### src/design/comparator_pkg.sv
// What this block does
// - Trim register bit 6 selects calibration mode; zero is normal comparison.
// - Trim register bit 5 selects calibration reference; one is positive input.
// - Trim bits 4..0 hold a read/write offset correction that is retained.
// - Any change of the result bit sets the interrupt flag.
// - Flag set with its enable set raises the interrupt request.
// - Interrupt comes from the internal result bit after polarity, not a pin.
// - In sleep or idle with comparator on, a flag-setting toggle requests wake-up.
// - Comparator keeps running and updating its result during sleep or idle.
// - Hysteresis is on in normal mode and off in calibration mode.
// - With the comparator disabled the result is forced to zero and power is off.
// - The result bit is inverted when the polarity select bit is one.
package comparator_pkg;
	localparam int ADDR_W = 4;
	localparam int DATA_W = 8;
	localparam int TRIM_W = 5;
	// Register offsets.
	localparam logic [3:0] ADDR_CONTROL = 4'h0;
	localparam logic [3:0] ADDR_TRIM = 4'h1;
	localparam logic [3:0] ADDR_STATUS = 4'h2;
	localparam logic [3:0] ADDR_MASK = 4'h3;
	// Control register fields.
	localparam int CTL_ON_BIT = 6;
	localparam int CTL_INV_BIT = 5;
	localparam int CTL_RESULT_BIT = 4;
	localparam int CTL_SLEEP_BIT = 0;
	// Trim register fields.
	localparam int TRIM_CAL_BIT = 6;
	localparam int TRIM_REF_BIT = 5;
	localparam logic [7:0] TRIM_RESET = 8'h10;
	localparam logic [7:0] TRIM_WMASK = 8'h7F;
	// Status and mask layout.
	localparam int ST_TOGGLE_BIT = 0;
	localparam int ST_WAKE_BIT = 1;
	localparam logic [1:0] EVT_NONE = 2'h0;

	typedef struct packed {
		logic [ADDR_W-1:0] addr;
		logic [DATA_W-1:0] wdata;
		logic wr;
		logic rd;
	} bus_req_t;

	typedef struct packed {
		logic powerOn;
		logic hysteresisOn;
		logic calibMode;
		logic calibRefPos;
		logic [TRIM_W-1:0] trim;
	} analog_ctl_t;
endpackage : comparator_pkg

### src/design/comparator_offset_trim_irq.sv
`timescale 1ns/1ns
// Comparator control: enable, polarity, offset trim, toggle interrupt and wake-up.
module comparator_offset_trim_irq (
	// Clock and reset.
	input wire logic clk,
	input wire logic reset,
	// Register port.
	input wire logic [comparator_pkg::ADDR_W-1:0] regAddr,
	input wire logic [comparator_pkg::DATA_W-1:0] regWdata,
	input wire logic regWr,
	input wire logic regRd,
	output logic [comparator_pkg::DATA_W-1:0] regRdata,
	// Analog comparator.
	input wire logic compareRaw,
	output logic comparatorOn,
	output logic hysteresisOn,
	output logic calibrationModeSel,
	output logic calibReferenceSel,
	output logic [comparator_pkg::TRIM_W-1:0] offsetTrimValue,
	// System.
	input wire logic sleepMode,
	output logic irq,
	output logic wakeRequest,
	output logic compareResultBit
);
	comparator_pkg::bus_req_t req;
	comparator_pkg::analog_ctl_t ctl;
	logic [7:0] control_r;
	logic [7:0] trim_r;
	logic [1:0] status_r;
	logic [1:0] mask_r;
	logic [1:0] statusNxt;
	logic result;
	logic resultPrev_r;
	logic toggle;
	logic wakeEvt;
	logic [7:0] readNxt;

	// Group the bus signals as one carrier.
	always_comb begin
		req.addr = regAddr;
		req.wdata = regWdata;
		req.wr = regWr;
		req.rd = regRd;
	end

	// Software-owned control bits; the result bit position is read-only.
	always_ff @(posedge clk) begin
		if (reset) begin
			control_r <= 8'h00;
		end else if (req.wr && req.addr == comparator_pkg::ADDR_CONTROL) begin
			control_r <= 8'h00;
			control_r[comparator_pkg::CTL_ON_BIT] <= req.wdata[comparator_pkg::CTL_ON_BIT];
			control_r[comparator_pkg::CTL_INV_BIT] <= req.wdata[comparator_pkg::CTL_INV_BIT];
		end
	end

	// Trim register keeps its value until software writes it again.
	always_ff @(posedge clk) begin
		if (reset) begin
			trim_r <= comparator_pkg::TRIM_RESET;
		end else if (req.wr && req.addr == comparator_pkg::ADDR_TRIM) begin
			trim_r <= req.wdata & comparator_pkg::TRIM_WMASK;
		end
	end

	result_sync u_sync (
		.clk(clk),
		.reset(reset),
		.rawIn(compareRaw),
		.enable(control_r[comparator_pkg::CTL_ON_BIT]),
		.invert(control_r[comparator_pkg::CTL_INV_BIT]),
		.result(result)
	);

	// Previous result for toggle detection; it runs regardless of sleep.
	always_ff @(posedge clk) begin
		if (reset) begin
			resultPrev_r <= 1'b0;
		end else begin
			resultPrev_r <= result;
		end
	end

	// Edges of the internal, polarity-adjusted bit, never of a pin.
	always_comb begin
		toggle = result ^ resultPrev_r;
		// A flag already set gives no new wake event, so pre-setting suppresses wake.
		wakeEvt = toggle && sleepMode && control_r[comparator_pkg::CTL_ON_BIT]
			&& !status_r[comparator_pkg::ST_TOGGLE_BIT];
	end

	// Sticky status: a read clears, but a same-cycle event wins over the clear.
	always_comb begin
		statusNxt = status_r;
		if (req.rd && req.addr == comparator_pkg::ADDR_STATUS) begin
			statusNxt = comparator_pkg::EVT_NONE;
		end
		if (req.wr && req.addr == comparator_pkg::ADDR_STATUS) begin
			statusNxt = statusNxt | req.wdata[1:0];
		end
		if (toggle) begin
			statusNxt[comparator_pkg::ST_TOGGLE_BIT] = 1'b1;
		end
		if (wakeEvt) begin
			statusNxt[comparator_pkg::ST_WAKE_BIT] = 1'b1;
		end
	end

	always_ff @(posedge clk) begin
		if (reset) begin
			status_r <= comparator_pkg::EVT_NONE;
		end else begin
			status_r <= statusNxt;
		end
	end

	// Interrupt enables share the status layout.
	always_ff @(posedge clk) begin
		if (reset) begin
			mask_r <= comparator_pkg::EVT_NONE;
		end else if (req.wr && req.addr == comparator_pkg::ADDR_MASK) begin
			mask_r <= req.wdata[1:0];
		end
	end

	// Read mux; unmapped offsets return zero.
	always_comb begin
		readNxt = 8'h00;
		unique case (req.addr)
			comparator_pkg::ADDR_CONTROL: begin
				readNxt = control_r;
				readNxt[comparator_pkg::CTL_RESULT_BIT] = result;
			end
			comparator_pkg::ADDR_TRIM: readNxt = trim_r;
			comparator_pkg::ADDR_STATUS: readNxt = {6'h00, status_r};
			comparator_pkg::ADDR_MASK: readNxt = {6'h00, mask_r};
			default: readNxt = 8'h00;
		endcase
	end

	always_ff @(posedge clk) begin
		if (reset) begin
			regRdata <= 8'h00;
		end else begin
			regRdata <= req.rd ? readNxt : 8'h00;
		end
	end

	// Analog controls; hysteresis follows the mode automatically.
	always_comb begin
		ctl.powerOn = control_r[comparator_pkg::CTL_ON_BIT];
		ctl.hysteresisOn = !trim_r[comparator_pkg::TRIM_CAL_BIT];
		ctl.calibMode = trim_r[comparator_pkg::TRIM_CAL_BIT];
		ctl.calibRefPos = trim_r[comparator_pkg::TRIM_REF_BIT];
		ctl.trim = trim_r[comparator_pkg::TRIM_W-1:0];
	end

	// Registered outputs; they lag the controls by one cycle, harmless for analog.
	always_ff @(posedge clk) begin
		if (reset) begin
			comparatorOn <= 1'b0;
			hysteresisOn <= 1'b1;
			calibrationModeSel <= 1'b0;
			calibReferenceSel <= 1'b0;
			offsetTrimValue <= comparator_pkg::TRIM_RESET[comparator_pkg::TRIM_W-1:0];
		end else begin
			comparatorOn <= ctl.powerOn;
			hysteresisOn <= ctl.hysteresisOn;
			calibrationModeSel <= ctl.calibMode;
			calibReferenceSel <= ctl.calibRefPos;
			offsetTrimValue <= ctl.trim;
		end
	end

	// Interrupt and wake outputs are levels from the sticky bits.
	always_ff @(posedge clk) begin
		if (reset) begin
			irq <= 1'b0;
			wakeRequest <= 1'b0;
			compareResultBit <= 1'b0;
		end else begin
			irq <= |(statusNxt & mask_r);
			wakeRequest <= statusNxt[comparator_pkg::ST_WAKE_BIT];
			compareResultBit <= result;
		end
	end
endmodule : comparator_offset_trim_irq

### src/design/result_sync.sv
`timescale 1ns/1ns
// Two-stage synchronizer with polarity and enable gating on the stable stage.
module result_sync (
	// Clock and reset.
	input wire logic clk,
	input wire logic reset,
	// Raw analog output and controls.
	input wire logic rawIn,
	input wire logic enable,
	input wire logic invert,
	// Conditioned result.
	output logic result
);
	logic meta_r;
	logic stable_r;

	// The first stage feeds only the second stage, never the edge logic.
	always_ff @(posedge clk) begin
		if (reset) begin
			meta_r <= 1'b0;
			stable_r <= 1'b0;
		end else begin
			meta_r <= rawIn;
			stable_r <= meta_r;
		end
	end

	// Disabled comparator reads zero whatever the polarity; polarity applies under the enable gate.
	always_comb begin
		result = enable & (stable_r ^ invert);
	end
endmodule : result_sync

### config.mk
export PLATFORM = sky130hd
export DESIGN_NAME = comparator_offset_trim_irq
export DESIGN_NICKNAME = d
export VERILOG_FILES = /design/src/design/comparator_pkg.sv /design/src/design/comparator_offset_trim_irq.sv /design/src/design/result_sync.sv
export SDC_FILE = /design/constraint.sdc
export NUM_CORES = 1
export LEC_CHECK = 0
export ABC_CLOCK_PERIOD_IN_PS = 1300
export BUFFER_PORTS_ARGS = -buffer_cell sky130_fd_sc_hd__buf_2
export CORE_ASPECT_RATIO = 1.2
export CORE_MARGIN = 3
export CORE_UTILIZATION = 46
export CTS_BUF_LIST = sky130_fd_sc_hd__clkbuf_8
export DETAILED_ROUTE_END_ITERATION = 8
export PLACE_DENSITY = 0.82
export SYNTH_ARGS = -nofsm -noshare
export SYNTH_HDL_FRONTEND = slang
export SYNTH_SLANG_ARGS = --single-unit
### constraint.sdc
create_clock -name clk -period 1.3 [get_ports clk]
set_clock_uncertainty 0.05 [all_clocks]
set_input_delay 0.065 -clock clk [delete_from_list [all_inputs] [get_ports clk]]
set_output_delay 0.065 -clock clk [all_outputs]
set_load 0.05 [all_outputs]
After elaboration in Yosys (flattened, before gate mapping)
Index checks and enable logic that the tools add are counted.
{ "word_totals": {"reg_bits": 35, "latch_bits": 0, "ram_bits": 0, "romBits": 0, "input_bits": 18, "out_inout_bits": 20, "word_cells": 42, "n_memories": 0} }
{ "op_classes": {"n_addsub": 0, "n_mul": 0, "div_mod_pow": 0, "n_lt_le_gt_ge": 0, "n_eq_ne": 3, "shifts": 0, "muxes": 5, "n_bitwise": 6, "reduce_logical": 13} }
{ "ops": {"columns": ["op", "n"], "rows": [
  ["case mux 7 bit (4 select lines)", 1],
  ["== test 4 x 2 -> 1 bit (second input constant)", 2],
  ["logical AND 1 bit", 8],
  ["== test 4 x 1 -> 1 bit (second input constant)", 1],
  ["logical NOT 4 bit", 1],
  ["2-to-1 mux 2 bit", 2],
  ["OR reduction 2 bit", 2],
  ["bitwise AND 2 bit", 1],
  ["logical NOT 1 bit", 2],
  ["2-to-1 mux 1 bit", 2],
  ["OR 2 bit", 1],
  ["XOR 1 bit", 2],
  ["bitwise AND 1 bit", 1],
  ["inverter 1 bit", 1]
]} }

Longest topological paths before layout
Gate-level depths: netlist of run 1.
{ "logic_depth": {"word_depth": 9, "depth_mapped": 6, "mapped_depth_nobuf": 5} }

Modules after synthesis
A second synthesis of run 1 with hierarchy kept.
{ "hier_totals": {"cells_unflattened": 120, "area_unflattened_um2": 1178.6} }
{ "modules_own_cells": {"columns": ["module", "instances", "cells_each", "area_each_um2", "seq_area_each_um2"], "rows": [
  ["comparator_offset_trim_irq", 1, 114, 1111.1, 620.6],
  ["result_sync", 1, 6, 67.6, 40.0]
]} }

Least setup slack after synthesis of run 1
OpenSTA, ideal clock, no wires.
{ "synth_timing": {"path_type": "register to register", "startpoint": "reg compareResultBit (netlist name)", "endpoint": "reg irq", "setup_time_ns": 0.117, "arrival_time_ns": 1.152, "t_required_ns": 1.133, "path_slack_ns": -0.019, "path_stages_with_launch": 5, "path_buffers": 0, "period_less_slack_ns": 1.319, "path_cell_list": "dfxtp_1 -> xor2_1 -> nand4b_1 -> nand2_1 -> a22o_1"} }
{ "synth_lines": {"columns": ["element", "line_no", "source"], "rows": [
  ["to (signal assigned)", "comparator_offset_trim_irq.sv:183", "irq <= |(statusNxt & mask_r);"],
  ["to (decl)", "comparator_offset_trim_irq.sv:22", "output logic irq,"]
]} }

Final worst setup path of run 1
{ "layout_timing": {"startpoint": "reg control_r[5]", "endpoint": "reg irq"} }
{ "layout_via": {"elab_chain_cells": 9, "elab_cells_between_ends": 10, "classes_between": "mux (2); bitwise (4); reduce/logical (4)"} }
{ "layout_rtl": {"columns": ["element", "line_no", "source"], "rows": [
  ["from (decl)", "comparator_offset_trim_irq.sv:28", "logic [7:0] control_r;"],
  ["from (signal, indexed assignment)", "comparator_offset_trim_irq.sv:53", "control_r[comparator_pkg::CTL_ON_BIT] <= req.wdata[comparator_pkg::CTL_ON_BIT];"],
  ["from (signal, indexed assignment)", "comparator_offset_trim_irq.sv:54", "control_r[comparator_pkg::CTL_INV_BIT] <= req.wdata[comparator_pkg::CTL_INV_BIT];"],
  ["XOR 1 bit *", "result_sync.sv:30", "result = enable & (stable_r ^ invert);"],
  ["bitwise AND 1 bit *", "result_sync.sv:30", null],
  ["XOR 1 bit *", "comparator_offset_trim_irq.sv:87", "toggle = result ^ resultPrev_r;"],
  ["logical AND 1 bit (2 in series)", "comparator_offset_trim_irq.sv:89", "wakeEvt = toggle && sleepMode && control_r[comparator_pkg::CTL_ON_BIT]"],
  ["logical AND 1 bit", "comparator_offset_trim_irq.sv:90", "&& !status_r[comparator_pkg::ST_TOGGLE_BIT];"],
  ["2-to-1 mux 1 bit", "comparator_offset_trim_irq.sv:105", "if (wakeEvt) begin"],
  ["bitwise AND 2 bit *", "comparator_offset_trim_irq.sv:183", null],
  ["OR reduction 2 bit *", "comparator_offset_trim_irq.sv:183", null]
]} }
Mark *: on every way between the ends. The rest lies on a longest branch, timed or not.
A chain may end at the register's enable or synchronous reset.

==> summary.txt, run 1 <==
Run status
  • Status: finished, violations left
  • Failing checks: negative setup slack

STA
  • RSZ-0062 raised after global routing: true
  • Final period util: 105%
  • Final setup margin: -61.7 ps
  • Fmax achieved: around 0.73 GHz
  • Crit path time final: ~1400 ps
  • Final Max Tran Viols: 0
  • Final setup fails: 1
  • Final hold vios: 0

Floorplanning
  • DIE AREA: 3240 um2
  • Die Wd: roughly 52 um
  • Num rows: 19
  • Core Region: 2380 um2
  • Starting Density: 50.1%
  • Die height: 61.7 um
  • # IOs: 38

Clock network
  • Clock Path Buffers: 2
  • Clk pin slew, worst setup/hold paths: ~70 ps
  • CTS tree: yes
  • Clock root buffer master: clkbuf_8
  • Num CTS Buffers: 5
  • CTS Sinks: 33
  • Skew-Pair Late Insertion Delay: 290 ps
  • H-Tree Depth: 2

Placement
  • PortBufs: 35
  • GPL Wtd Cong: between 0.8 and 0.9
  • Placed inst area: 1430 um2
  • Hpwl dp: ~1900 um

Routing
  • Pre-Repair DR Iteration Count: 4
  • Via density: around 5.0
  • Total number of vias: 1008
  • Initial DRC count: 26
  • DR WL/cell: ~13 um
  • DRT Wirelength: 2650 um
  • DRC violations left: 0
  • Antenna-violating nets left: 0

Global routing
  • Congestion Overflow GR: 0
  • Vias in the first global route: 1000
  • First-pass GRT wire length: between 4000 and 5000 um
  • Initial antenna violation count: 0
  • Largest net degree at the start of global routing: 14
  • Total Routing Usage GR: a little under a fifth

Finish
  • Fin area: between 1500 and 2000 um2
  • Ant diodes: 0
  • Fraction of layout cells with a size suffix above 1: 36.0%
  • Core Util, Final: around two thirds
  • Final #Nets: between 150 and 200
  • FILL cells: 184
  • Area grow syn2layout: 37.0%

Setup path
  • Crit path arrival time: 1490 ps
  • Top Family by Delay on Critical Path: XOR/XNOR gates
  • CP max stage delay: around 360 ps
  • CP max FO: 2
  • Buf+Inv Stages, Crit Path: 0
  • CP Capture Type: flop
  • Slowest-stage cell, CP: dfxtp_2
  • CP Data Required Time: around 1400 ps
  • CP Cell Sequence: xor2_2, nand2_1, xor2_1, o211ai_2, a22o_1
  • Type of the worst setup path: reg2reg
  • Worst setup SP type: flop

Pwr
  • Net switching power figure: ~0.44 mW
  • IR drop worst, VDD: about 1.1 mV
  • Comb power frac: under 10%
  • Power Density: 1310 nW/um2
  • Switch share: 20.4%
  • P_int: approximately 1.7 mW
  • P_leak: 0.751 nW
  • Clock power share: ~45%
  • Reg power frac: 48.0%

Synthesis
  • Synth warn: 0
  • FF+latch count, synth: 33
  • Seq/Total Area, Yosys: about 56%
  • Avg Inst Size Synth: 9.92 um2
  • Post-Synthesis Cell Area: around 1200 um2
  • Post-synth net total: 138
  • Distinct cell type count after synthesis: 26
  • Syn Inst Count: 120

Job
  • Max_cap viols: 0

Worst hold path
  • Worst hold path class: in2reg
## path summary, 6_finish.rpt
kind	from	endpoint	slack, ps	depth (start not counted)
hold / removal	regWdata[1]	trim_r[1]$_SDFFE_PP0P_	10	3
setup reg to reg	control_r[5]$_SDFFE_PP0P_	irq$_SDFF_PP0_	-60	5
setup / recovery	control_r[5]$_SDFFE_PP0P_	irq$_SDFF_PP0_	-60	5
hold reg to reg	u_sync.meta_r$_SDFF_PP0_	u_sync.stable_r$_SDFF_PP0_	390	1
## layer usage
metal  vias to the layer above  global-route usage, %  part of all wire [%]
li1                        496                      -                     -
met4                         0                   12.0                   3.2
met5                         -                      0                     0
met1                       455                   20.1                    38
met2                        48                   29.3                    51
met3                         9                   8.35                   7.9
## registers in the layout, indices dropped and copies added (netlist names)
| name | flops |
|---|---|
| comparatorOn | 1 |
| hysteresisOn | 1 |
| irq | 1 |
| status_r | 2 |
| offsetTrimValue | 5 |
| regRdata | 7 |
| control_r | 2 |
| trim_r | 7 |
| calibReferenceSel | 1 |
| mask_r | 2 |
| calibrationModeSel | 1 |
| u_sync.stable_r | 1 |
| compareResultBit | 1 |
| u_sync.meta_r | 1 |
## cell families (layout without fill, tap and decap cells)
group / Yosys count / count (layout) / synth area share, %
simple gates: 55 / 55 / 24.9
xor+xnor: 3 / 3 / 2.21
mux: 8 / 8 / 6.94
other cells: 1 / 1 / 0.315
compound gates: 13 / 13 / 7.15
flops: 33 / 33 / 55.5
buf+inv: 7 / 59 / 2.94
## cell usage after synthesis
master / instances / share of area, %
dfxtp_1: 33 / 56
nand2_1: 12 / 3.8
nor2_1: 12 / 3.8
nor2b_1: 11 / 5.8
a21oi_1: 7 / 2.9
nand3_1: 7 / 2.9
mux2i_1: 6 / 5.0
a22oi_1: 3 / 1.9
and3_1: 3 / 1.6
clkbuf_1: 3 / 0.95
xor2_1: 3 / 2.2
and2_1: 2 / 1.1
buf_4: 2 / 1.3
mux2_2: 2 / 1.9
nand3b_1: 2 / 1.3
or2_2: 2 / 1.1
a22o_1: 1 / 0.74
a31oi_1: 1 / 0.53
buf_2: 1 / 0.42
conb_1: 1 / 0.32
inv_1: 1 / 0.32
nand4b_1: 1 / 0.74
nor3b_2: 1 / 1.1
o211ai_2: 1 / 1.1
or3_4: 1 / 0.95
or3b_4: 1 / 0.95
## power groups by stage
stage	sequential (mW)	combinational, mW	clock (mW)
after CTS	1.03	0.145	0.985
final	1.03	0.148	0.967
after floorplan	1.06	0.0615	0
after global routing	1.03	0.158	1.03
after detailed placement	1.05	0.126	0
after global placement	1.05	0.124	0
## area by class of cell
cell class / instances / area (um2) / area share (%)
Tap cell: 31 / 38.8 / 2.38
Sequential cell: 33 / 664 / 40.8
Multi-Input combinational cell: 80 / 502 / 30.8
Clock inverter: 2 / 33.8 / 2.07
Inverter: 1 / 3.75 / 0.230
Timing Repair Buffer: 50 / 305 / 18.7
Clock buffer: 6 / 82.6 / 5.07
## worst min-delay path, cell delays in order
cell and delay (ps):
buf_2 120, nand3_1 60, a21oi_1 50
## per-stage QoR
step	setup TNS, ps	hold slack [ps]	total power [mW]	cells	setup slack [ps]
2_1_floorplan	0	98.1	1.12	120	58.3
3_3_place_gp	0	233	1.17	187	23.3
3_5_place_dp	-26.4	236	1.18	187	-19.1
4_1_cts	-8.16	8.49	2.16	203	-8.16
5_1_grt	-93.6	23.1	2.22	203	-87.0
6_report	-61.7	10.2	2.14	203	-61.7
## what timing repair did
action / CTS / global route
hold buffers: 7 / 0
pin swaps: 4 / 0
cloned: 0 / 0
setup buffers: 1 / 0
endpoints found under the hold margin: 9 / 0
endpoints found under the setup margin: 1 / 2
gates resized for setup: 3 / 0
## cell usage in the layout, fill, tap and decap left out
master	synthesis	layout
nor2b_1	11	11
buf_4	2	8
dlygate4sd3_1	0	7
inv_1	1	2
a22oi_1	3	3
nand2_1	12	12
nor2_1	12	12
buf_2	1	35
xor2_2	0	1
a21oi_1	7	7
or3b_4	1	1
nor3b_2	1	1
mux2_2	2	2
clkbuf_8	0	6
nand4b_1	1	1
and3_1	3	3
or2_2	2	2
a31oi_1	1	1
mux2i_1	6	6
nand3b_1	2	2
a22o_1	1	1
dfxtp_2	0	3
conb_1	1	1
bufinv_16	0	1
xor2_1	3	2
and2_1	2	2
o211ai_2	1	1
dfxtp_1	33	30
nand3_1	7	7
or3_4	1	1
No activity file was read; power rests on OpenSTA's default activity.
==> run 2: changes to the inputs <==
- ABC_CLOCK_PERIOD_IN_PS: 1300 -> 1410
- CORE_UTILIZATION: 46 -> 51
- PLACE_DENSITY: 0.82 -> 0.86
- clock period: 1.3 -> 1.41 ns (I/O delays scaled with it)
==> summary.txt, run 2 (synthesis results as in run 1) <==
STA
  • Final hold vios: 0 (unchanged)
  • Final setup margin: 56.5 ps (was -61.7 ps)
  • Crit path time final: 1350 ps (was 1360 ps)
  • Setup TNS: 0 ps (was -61.7 ps)
  • Fmax achieved: 0.739 GHz (was 0.734 GHz)
  • RSZ-0062 raised after global routing: false (was true)
  • Final period util: 96.0% (was 105%)
  • Final setup fails: 0 (was 1)
  • Final Max Tran Viols: 0 (unchanged)

Routing
  • DRC violations left: 0 (unchanged)
  • Initial DRC count: 18 (was 26)
  • Pre-Repair DR Iteration Count: 4 (unchanged)
  • Antenna-violating nets left: 0 (unchanged)
  • DRT Wirelength: 2610 um (was 2650 um)
  • DR WL/cell: 13.2 um (was 13.0 um)
  • Via density: 4.94 (was 4.97)
  • Total number of vias: 979 (was 1008)

Pwr
  • P_int: 1.57 mW (was 1.71 mW)
  • Final Power: 1.98 mW (was 2.14 mW)
  • Switch share: 20.8% (was 20.4%)
  • Power Density: 1240 nW/um2 (was 1310 nW/um2)
  • P_leak: 0.734 nW (was 0.751 nW)
  • Net switching power figure: 0.411 mW (was 0.438 mW)
  • Reg power frac: 47.9% (was 48.0%)
  • Clock power share: 45.6% (was 45.1%)
  • Comb power frac: 6.4% (was 6.9%)
  • IR drop worst, VDD: 0.990 mV (was 1.14 mV)

Placement
  • GPL Wtd Cong: 0.817 (was 0.820)
  • Hpwl dp: 1780 um (was 1870 um)
  • Pre-CTS setup slack: 55.8 ps (was -19.1 ps)
  • PortBufs: 35 (unchanged)
  • Placed inst area: 1410 um2 (was 1430 um2)

Finish
  • Commonest non-fill, non-tap cell in the layout: buf_2 (unchanged)
  • FILL cells: 155 (was 184)
  • Fraction of layout cells with a size suffix above 1: 33.3% (was 36.0%)
  • Area grow syn2layout: 33.9% (was 37.0%)
  • Most frequent cells in the layout: buf_2 (35), dfxtp_1 (33), nor2_1 (12), nand2_1 (12), nor2b_1 (11) (was buf_2 (35), dfxtp_1 (30), nor2_1 (12), nand2_1 (12), nor2b_1 (11))
  • Fin area: 1590 um2 (was 1630 um2)
  • Ant diodes: 0 (unchanged)
  • Largest regs: regRdata x7, trim_r x7, offsetTrimValue x5 (unchanged)
  • Final #Nets: 185 (was 189)

Setup path
  • CP Cell Sequence: xor2_1, nand2_1, xor2_2, o211ai_2, a22o_1 (was xor2_2, nand2_1, xor2_1, o211ai_2, a22o_1)
  • CP Capture Type: flop (unchanged)
  • CP max stage delay: 350 ps (was 360 ps)
  • CP Data Required Time: 1540 ps (was 1420 ps)
  • CP max FO: 2 (unchanged)
  • Crit path arrival time: 1490 ps (about the same)
  • Type of the worst setup path: reg2reg (unchanged)
  • Worst setup SP type: flop (unchanged)
  • Buf+Inv Stages, Crit Path: 0 (unchanged)
  • Slowest-stage cell, CP: dfxtp_1 (was dfxtp_2)
  • Top Family by Delay on Critical Path: XOR/XNOR gates (unchanged)

Floorplanning
  • # IOs: 38 (unchanged)
  • Die Wd: 50.1 um (was 52.4 um)
  • DIE AREA: 2950 um2 (was 3240 um2)
  • Die height: 58.9 um (was 61.7 um)
  • Num rows: 18 (was 19)
  • Starting Density: 55.6% (was 50.1%)
  • Core Region: 2140 um2 (was 2380 um2)

Clock network
  • Clock Path Buffers: 2 (unchanged)
  • H-Tree Depth: 2 (unchanged)
  • Num CTS Buffers: 5 (unchanged)
  • Clk pin slew, worst setup/hold paths: 60 ps (was 70 ps)
  • CTS tree: yes (unchanged)
  • Clock root buffer master: clkbuf_8 (unchanged)
  • Skew-Pair Late Insertion Delay: 290 ps (about the same)
  • CTS Sinks: 33 (unchanged)

Global routing
  • Congestion Overflow GR: 0 (unchanged)
  • First-pass GRT wire length: 4230 um (was 4210 um)
  • Largest net degree at the start of global routing: 14 (unchanged)
  • Total Routing Usage GR: 19.7% (was 18.5%)
  • Met1 Usage GRT: 20.1% (about the same)
  • Initial antenna violation count: 0 (unchanged)
  • Most heavily used metal layer in global routing: met2 (unchanged)
  • Met3 usage: 8.61% (was 8.35%)
  • Vias in the first global route: 983 (was 1000)
  • M2 GR Usage: 33.6% (was 29.3%)

Worst hold path
  • Worst hold path class: in2reg (unchanged)

Run status
  • Status: complete, no violations (was finished, violations left)

Job
  • Max_cap viols: 0 (unchanged)
run 2: layer usage:
| layer | vias to the layer above | wire length [um] |
|---|---|---|
| met4 | 0 | 34 |
| met3 | 4 | 164 |
| met2 | 28 | 1320 |
| li1 | 490 | - |
| met5 | - | 0 |
| met1 | 457 | 1080 |
run 2: through the flow:
stage | utilization (%) | instances | hold slack, ps
floorplan | - | 120 | 104
global placement | 65.8 | 184 | 238
detailed placement | 65.8 | 184 | 247
CTS | 74.1 | 198 | 2.77
global route | 74.4 | 198 | 21.1
finish | 74.4 | 198 | 6.89
run 2: power by group through the flow:
stage / clock, mW / combinational [mW] / sequential, mW
final: 0.902 / 0.127 / 0.948
after global routing: 0.965 / 0.137 / 0.948
after CTS: 0.914 / 0.125 / 0.948
after detailed placement: 0 / 0.111 / 0.968
after global placement: 0 / 0.109 / 0.968
after floorplan: 0 / 0.0567 / 0.977
run 2: layout make-up:
cell class              count  area [um2]  share of cell area [%]
well taps                  30        37.5                    2.36
clock buffers               6        82.6                    5.18
inverters                   1        3.75                   0.236
clock inverters             2        33.8                    2.12
flip-flops and latches     33         661                    41.5
repair buffers             46         273                    17.1
multi-input cells          80         502                    31.5
run 2: worst paths after layout:
path / from / to / slack [ps] / cells after the start
worst max register to register: control_r[5]$_SDFFE_PP0P_ / irq$_SDFF_PP0_ / 60 / 5
worst min-delay path: regWdata[1] / mask_r[1]$_SDFFE_PP0P_ / 7 / 3
worst min register to register: u_sync.meta_r$_SDFF_PP0_ / u_sync.stable_r$_SDFF_PP0_ / 410 / 1
worst max-delay path: control_r[5]$_SDFFE_PP0P_ / irq$_SDFF_PP0_ / 60 / 5
run 2: tightest hold or removal path: stages:
cell and delay (ps):
buf_2 100, mux2i_1 60, nor2_1 70
run 2: what timing repair did:
action	4_1_cts	5_1_grt
endpoints found under the hold margin	8	0
hold buffers	6	0
resized for setup	0	1
endpoints found under the setup margin	0	1
setup buffers	0	0
==> run 3: changes to the inputs <==
- CORE_UTILIZATION: 51 -> 35
- PLACE_DENSITY: 0.86 -> 0.65
==> summary.txt, run 3 (synthesis results as in run 1) <==
Finish
  • Sequential cell area: 661 um2 (unchanged)
  • FILL cells: 290 (was 155)
  • Fraction of layout cells with a size suffix above 1: 33.7% (was 33.3%)
  • Commonest non-fill, non-tap cell in the layout: buf_2 (unchanged)
  • Non-Filler Instances: 202 (was 198)
  • Final #Nets: 183 (was 185)
  • Largest regs: regRdata x7, trim_r x7, offsetTrimValue x5 (unchanged)
  • Area grow syn2layout: 32.8% (was 33.9%)
  • Core Util, Final: 49.9% (was 74.4%)
  • Fin area: 1580 um2 (was 1590 um2)
  • Most frequent cells in the layout: buf_2 (35), dfxtp_1 (33), nor2_1 (12), nand2_1 (12), nor2b_1 (11) (unchanged)
  • Multi-input combinational cell area: 502 um2 (unchanged)
  • Ant diodes: 0 (unchanged)

Clock network
  • Clock root buffer master: clkbuf_8 (unchanged)
  • Clk pin slew, worst setup/hold paths: 60 ps (about the same)
  • CTS Sinks: 33 (unchanged)
  • Post-CTS Setup Repair Bufs: 0 (unchanged)
  • H-Tree Depth: 2 (unchanged)
  • CTS tree: yes (unchanged)
  • Clock Path Buffers: 2 (unchanged)
  • Skew-Pair Late Insertion Delay: 280 ps (was 290 ps)
  • Num CTS Buffers: 5 (unchanged)

Pwr
  • IR drop worst, VDD: 1.10 mV (was 0.990 mV)
  • P_leak: 0.724 nW (was 0.734 nW)
  • Power Density: 1250 nW/um2 (was 1240 nW/um2)

Routing
  • DRC violations left: 0 (unchanged)
  • Pre-Repair DR Iteration Count: 4 (unchanged)
  • Initial DRC count: 14 (was 18)
  • Antenna-violating nets left: 0 (unchanged)
  • DR WL/cell: 12.6 um (was 13.2 um)
  • Via density: 4.67 (was 4.94)
  • Total number of vias: 943 (was 979)
  • DRT Wirelength: 2560 um (was 2610 um)

Global routing
  • Congestion Overflow GR: 0 (unchanged)
  • Total Routing Usage GR: 12.8% (was 19.7%)
  • First-pass GRT wire length: 3840 um (was 4230 um)
  • Initial antenna violation count: 0 (unchanged)
  • Largest net degree at the start of global routing: 16 (was 14)
  • Vias in the first global route: 853 (was 983)

Setup path
  • Crit path arrival time: 1460 ps (was 1490 ps)
  • CP Data Required Time: 1540 ps (about the same)
  • Worst reg2reg path startpoint: control_r[5]$_SDFFE_PP0P_ (unchanged)
  • Worst setup SP type: flop (unchanged)
  • Critical Path Source: control_r[5]$_SDFFE_PP0P_ (unchanged)
  • Type of the worst setup path: reg2reg (unchanged)
  • CP Capture Type: flop (unchanged)
  • CP max FO: 3 (was 2)

Placement
  • Placed inst area: 1420 um2 (was 1410 um2)
  • Pre-CTS setup slack: 14.9 ps (was 55.8 ps)
  • Hpwl dp: 1860 um (was 1780 um)
  • GPL Wtd Cong: 0.732 (was 0.817)
  • PortBufs: 35 (unchanged)
  • Placed Cells: 190 (was 184)

STA
  • Final Max Tran Viols: 0 (unchanged)
  • Final hold vios: 0 (unchanged)
  • Fmax achieved: 0.753 GHz (was 0.739 GHz)
  • Final setup margin: 81.6 ps (was 56.5 ps)
  • Worst Hold Margin: 4.81 ps (was 6.89 ps)
  • Final setup fails: 0 (unchanged)
  • Crit path time final: 1330 ps (was 1350 ps)
  • Final period util: 94.2% (was 96.0%)

Floorplanning
  • Starting Density: 37.6% (was 55.6%)
  • Core Region: 3170 um2 (was 2140 um2)
  • Num rows: 22 (was 18)
  • # IOs: 38 (unchanged)
  • DIE AREA: 4140 um2 (was 2950 um2)
  • Die height: 69.9 um (was 58.9 um)
  • Die Wd: 59.2 um (was 50.1 um)

Worst hold path
  • Hold_sp: regWdata[5] (was regWdata[1])
  • Worst hold path class: in2reg (unchanged)

Run status
  • Status: complete, no violations (unchanged)

Job
  • Max_cap viols: 0 (unchanged)
## run 3: cell count changes in the layout (fill, tap and decap cells not counted), sizes merged
cell         delta
dlygate4sd3     -2
## run 3: critical path, cell delays in order, from the launching register on
cell and delay [ps]:
dfxtp_1 390, xor2_2 210, nand2_1 110, xor2_1 180
o211ai_2 100, a22o_1 180
## run 3: metal layers
metal | routed length, um | vias to the layer above | global-route usage, %
met5 | 0 | - | 0
met4 | 58 | 0 | 6.05
met3 | 141 | 8 | 5.55
met2 | 1330 | 24 | 22.0
met1 | 1020 | 427 | 12.7
li1 | - | 484 | -
## run 3: worst paths after layout
kind | end | cells after the start | slack (ps)
hold / removal | trim_r[5]$_SDFFE_PP0P_ | 3 | 5
hold reg to reg | u_sync.stable_r$_SDFF_PP0_ | 1 | 400
setup / recovery | irq$_SDFF_PP0_ | 5 | 80
setup reg to reg | irq$_SDFF_PP0_ | 5 | 80
## run 3: report_power, final
| group | internal (mW) | total [mW] | switching [mW] |
|---|---|---|---|
| Sequential | 0.942 | 0.948 | 0.00533 |
| Clock | 0.568 | 0.894 | 0.326 |
| Combinational | 0.0537 | 0.125 | 0.0718 |
## run 3: metrics by stage
stage | power [mW] | setup TNS, ps
CTS | 1.98 | 0
floorplan | 1.03 | 0
global route | 2.03 | -2.40
detailed placement | 1.08 | 0
finish | 1.97 | 0
global placement | 1.08 | 0
## run 3: final cells by class
class	count	area share, %
sequential	33	41.8
multi-input combinational	80	31.7
timing repair buffer	44	16.0
clock buffer	6	5.23
tap	36	2.85
clock inverter	2	2.14
inverter	1	0.238
## run 3: what timing repair did
item | in CTS | in global routing
hold buffers | 4 | 0
hold endpoints to repair | 4 | 0
gates resized for setup | 0 | 1
setup endpoints to repair | 0 | 1
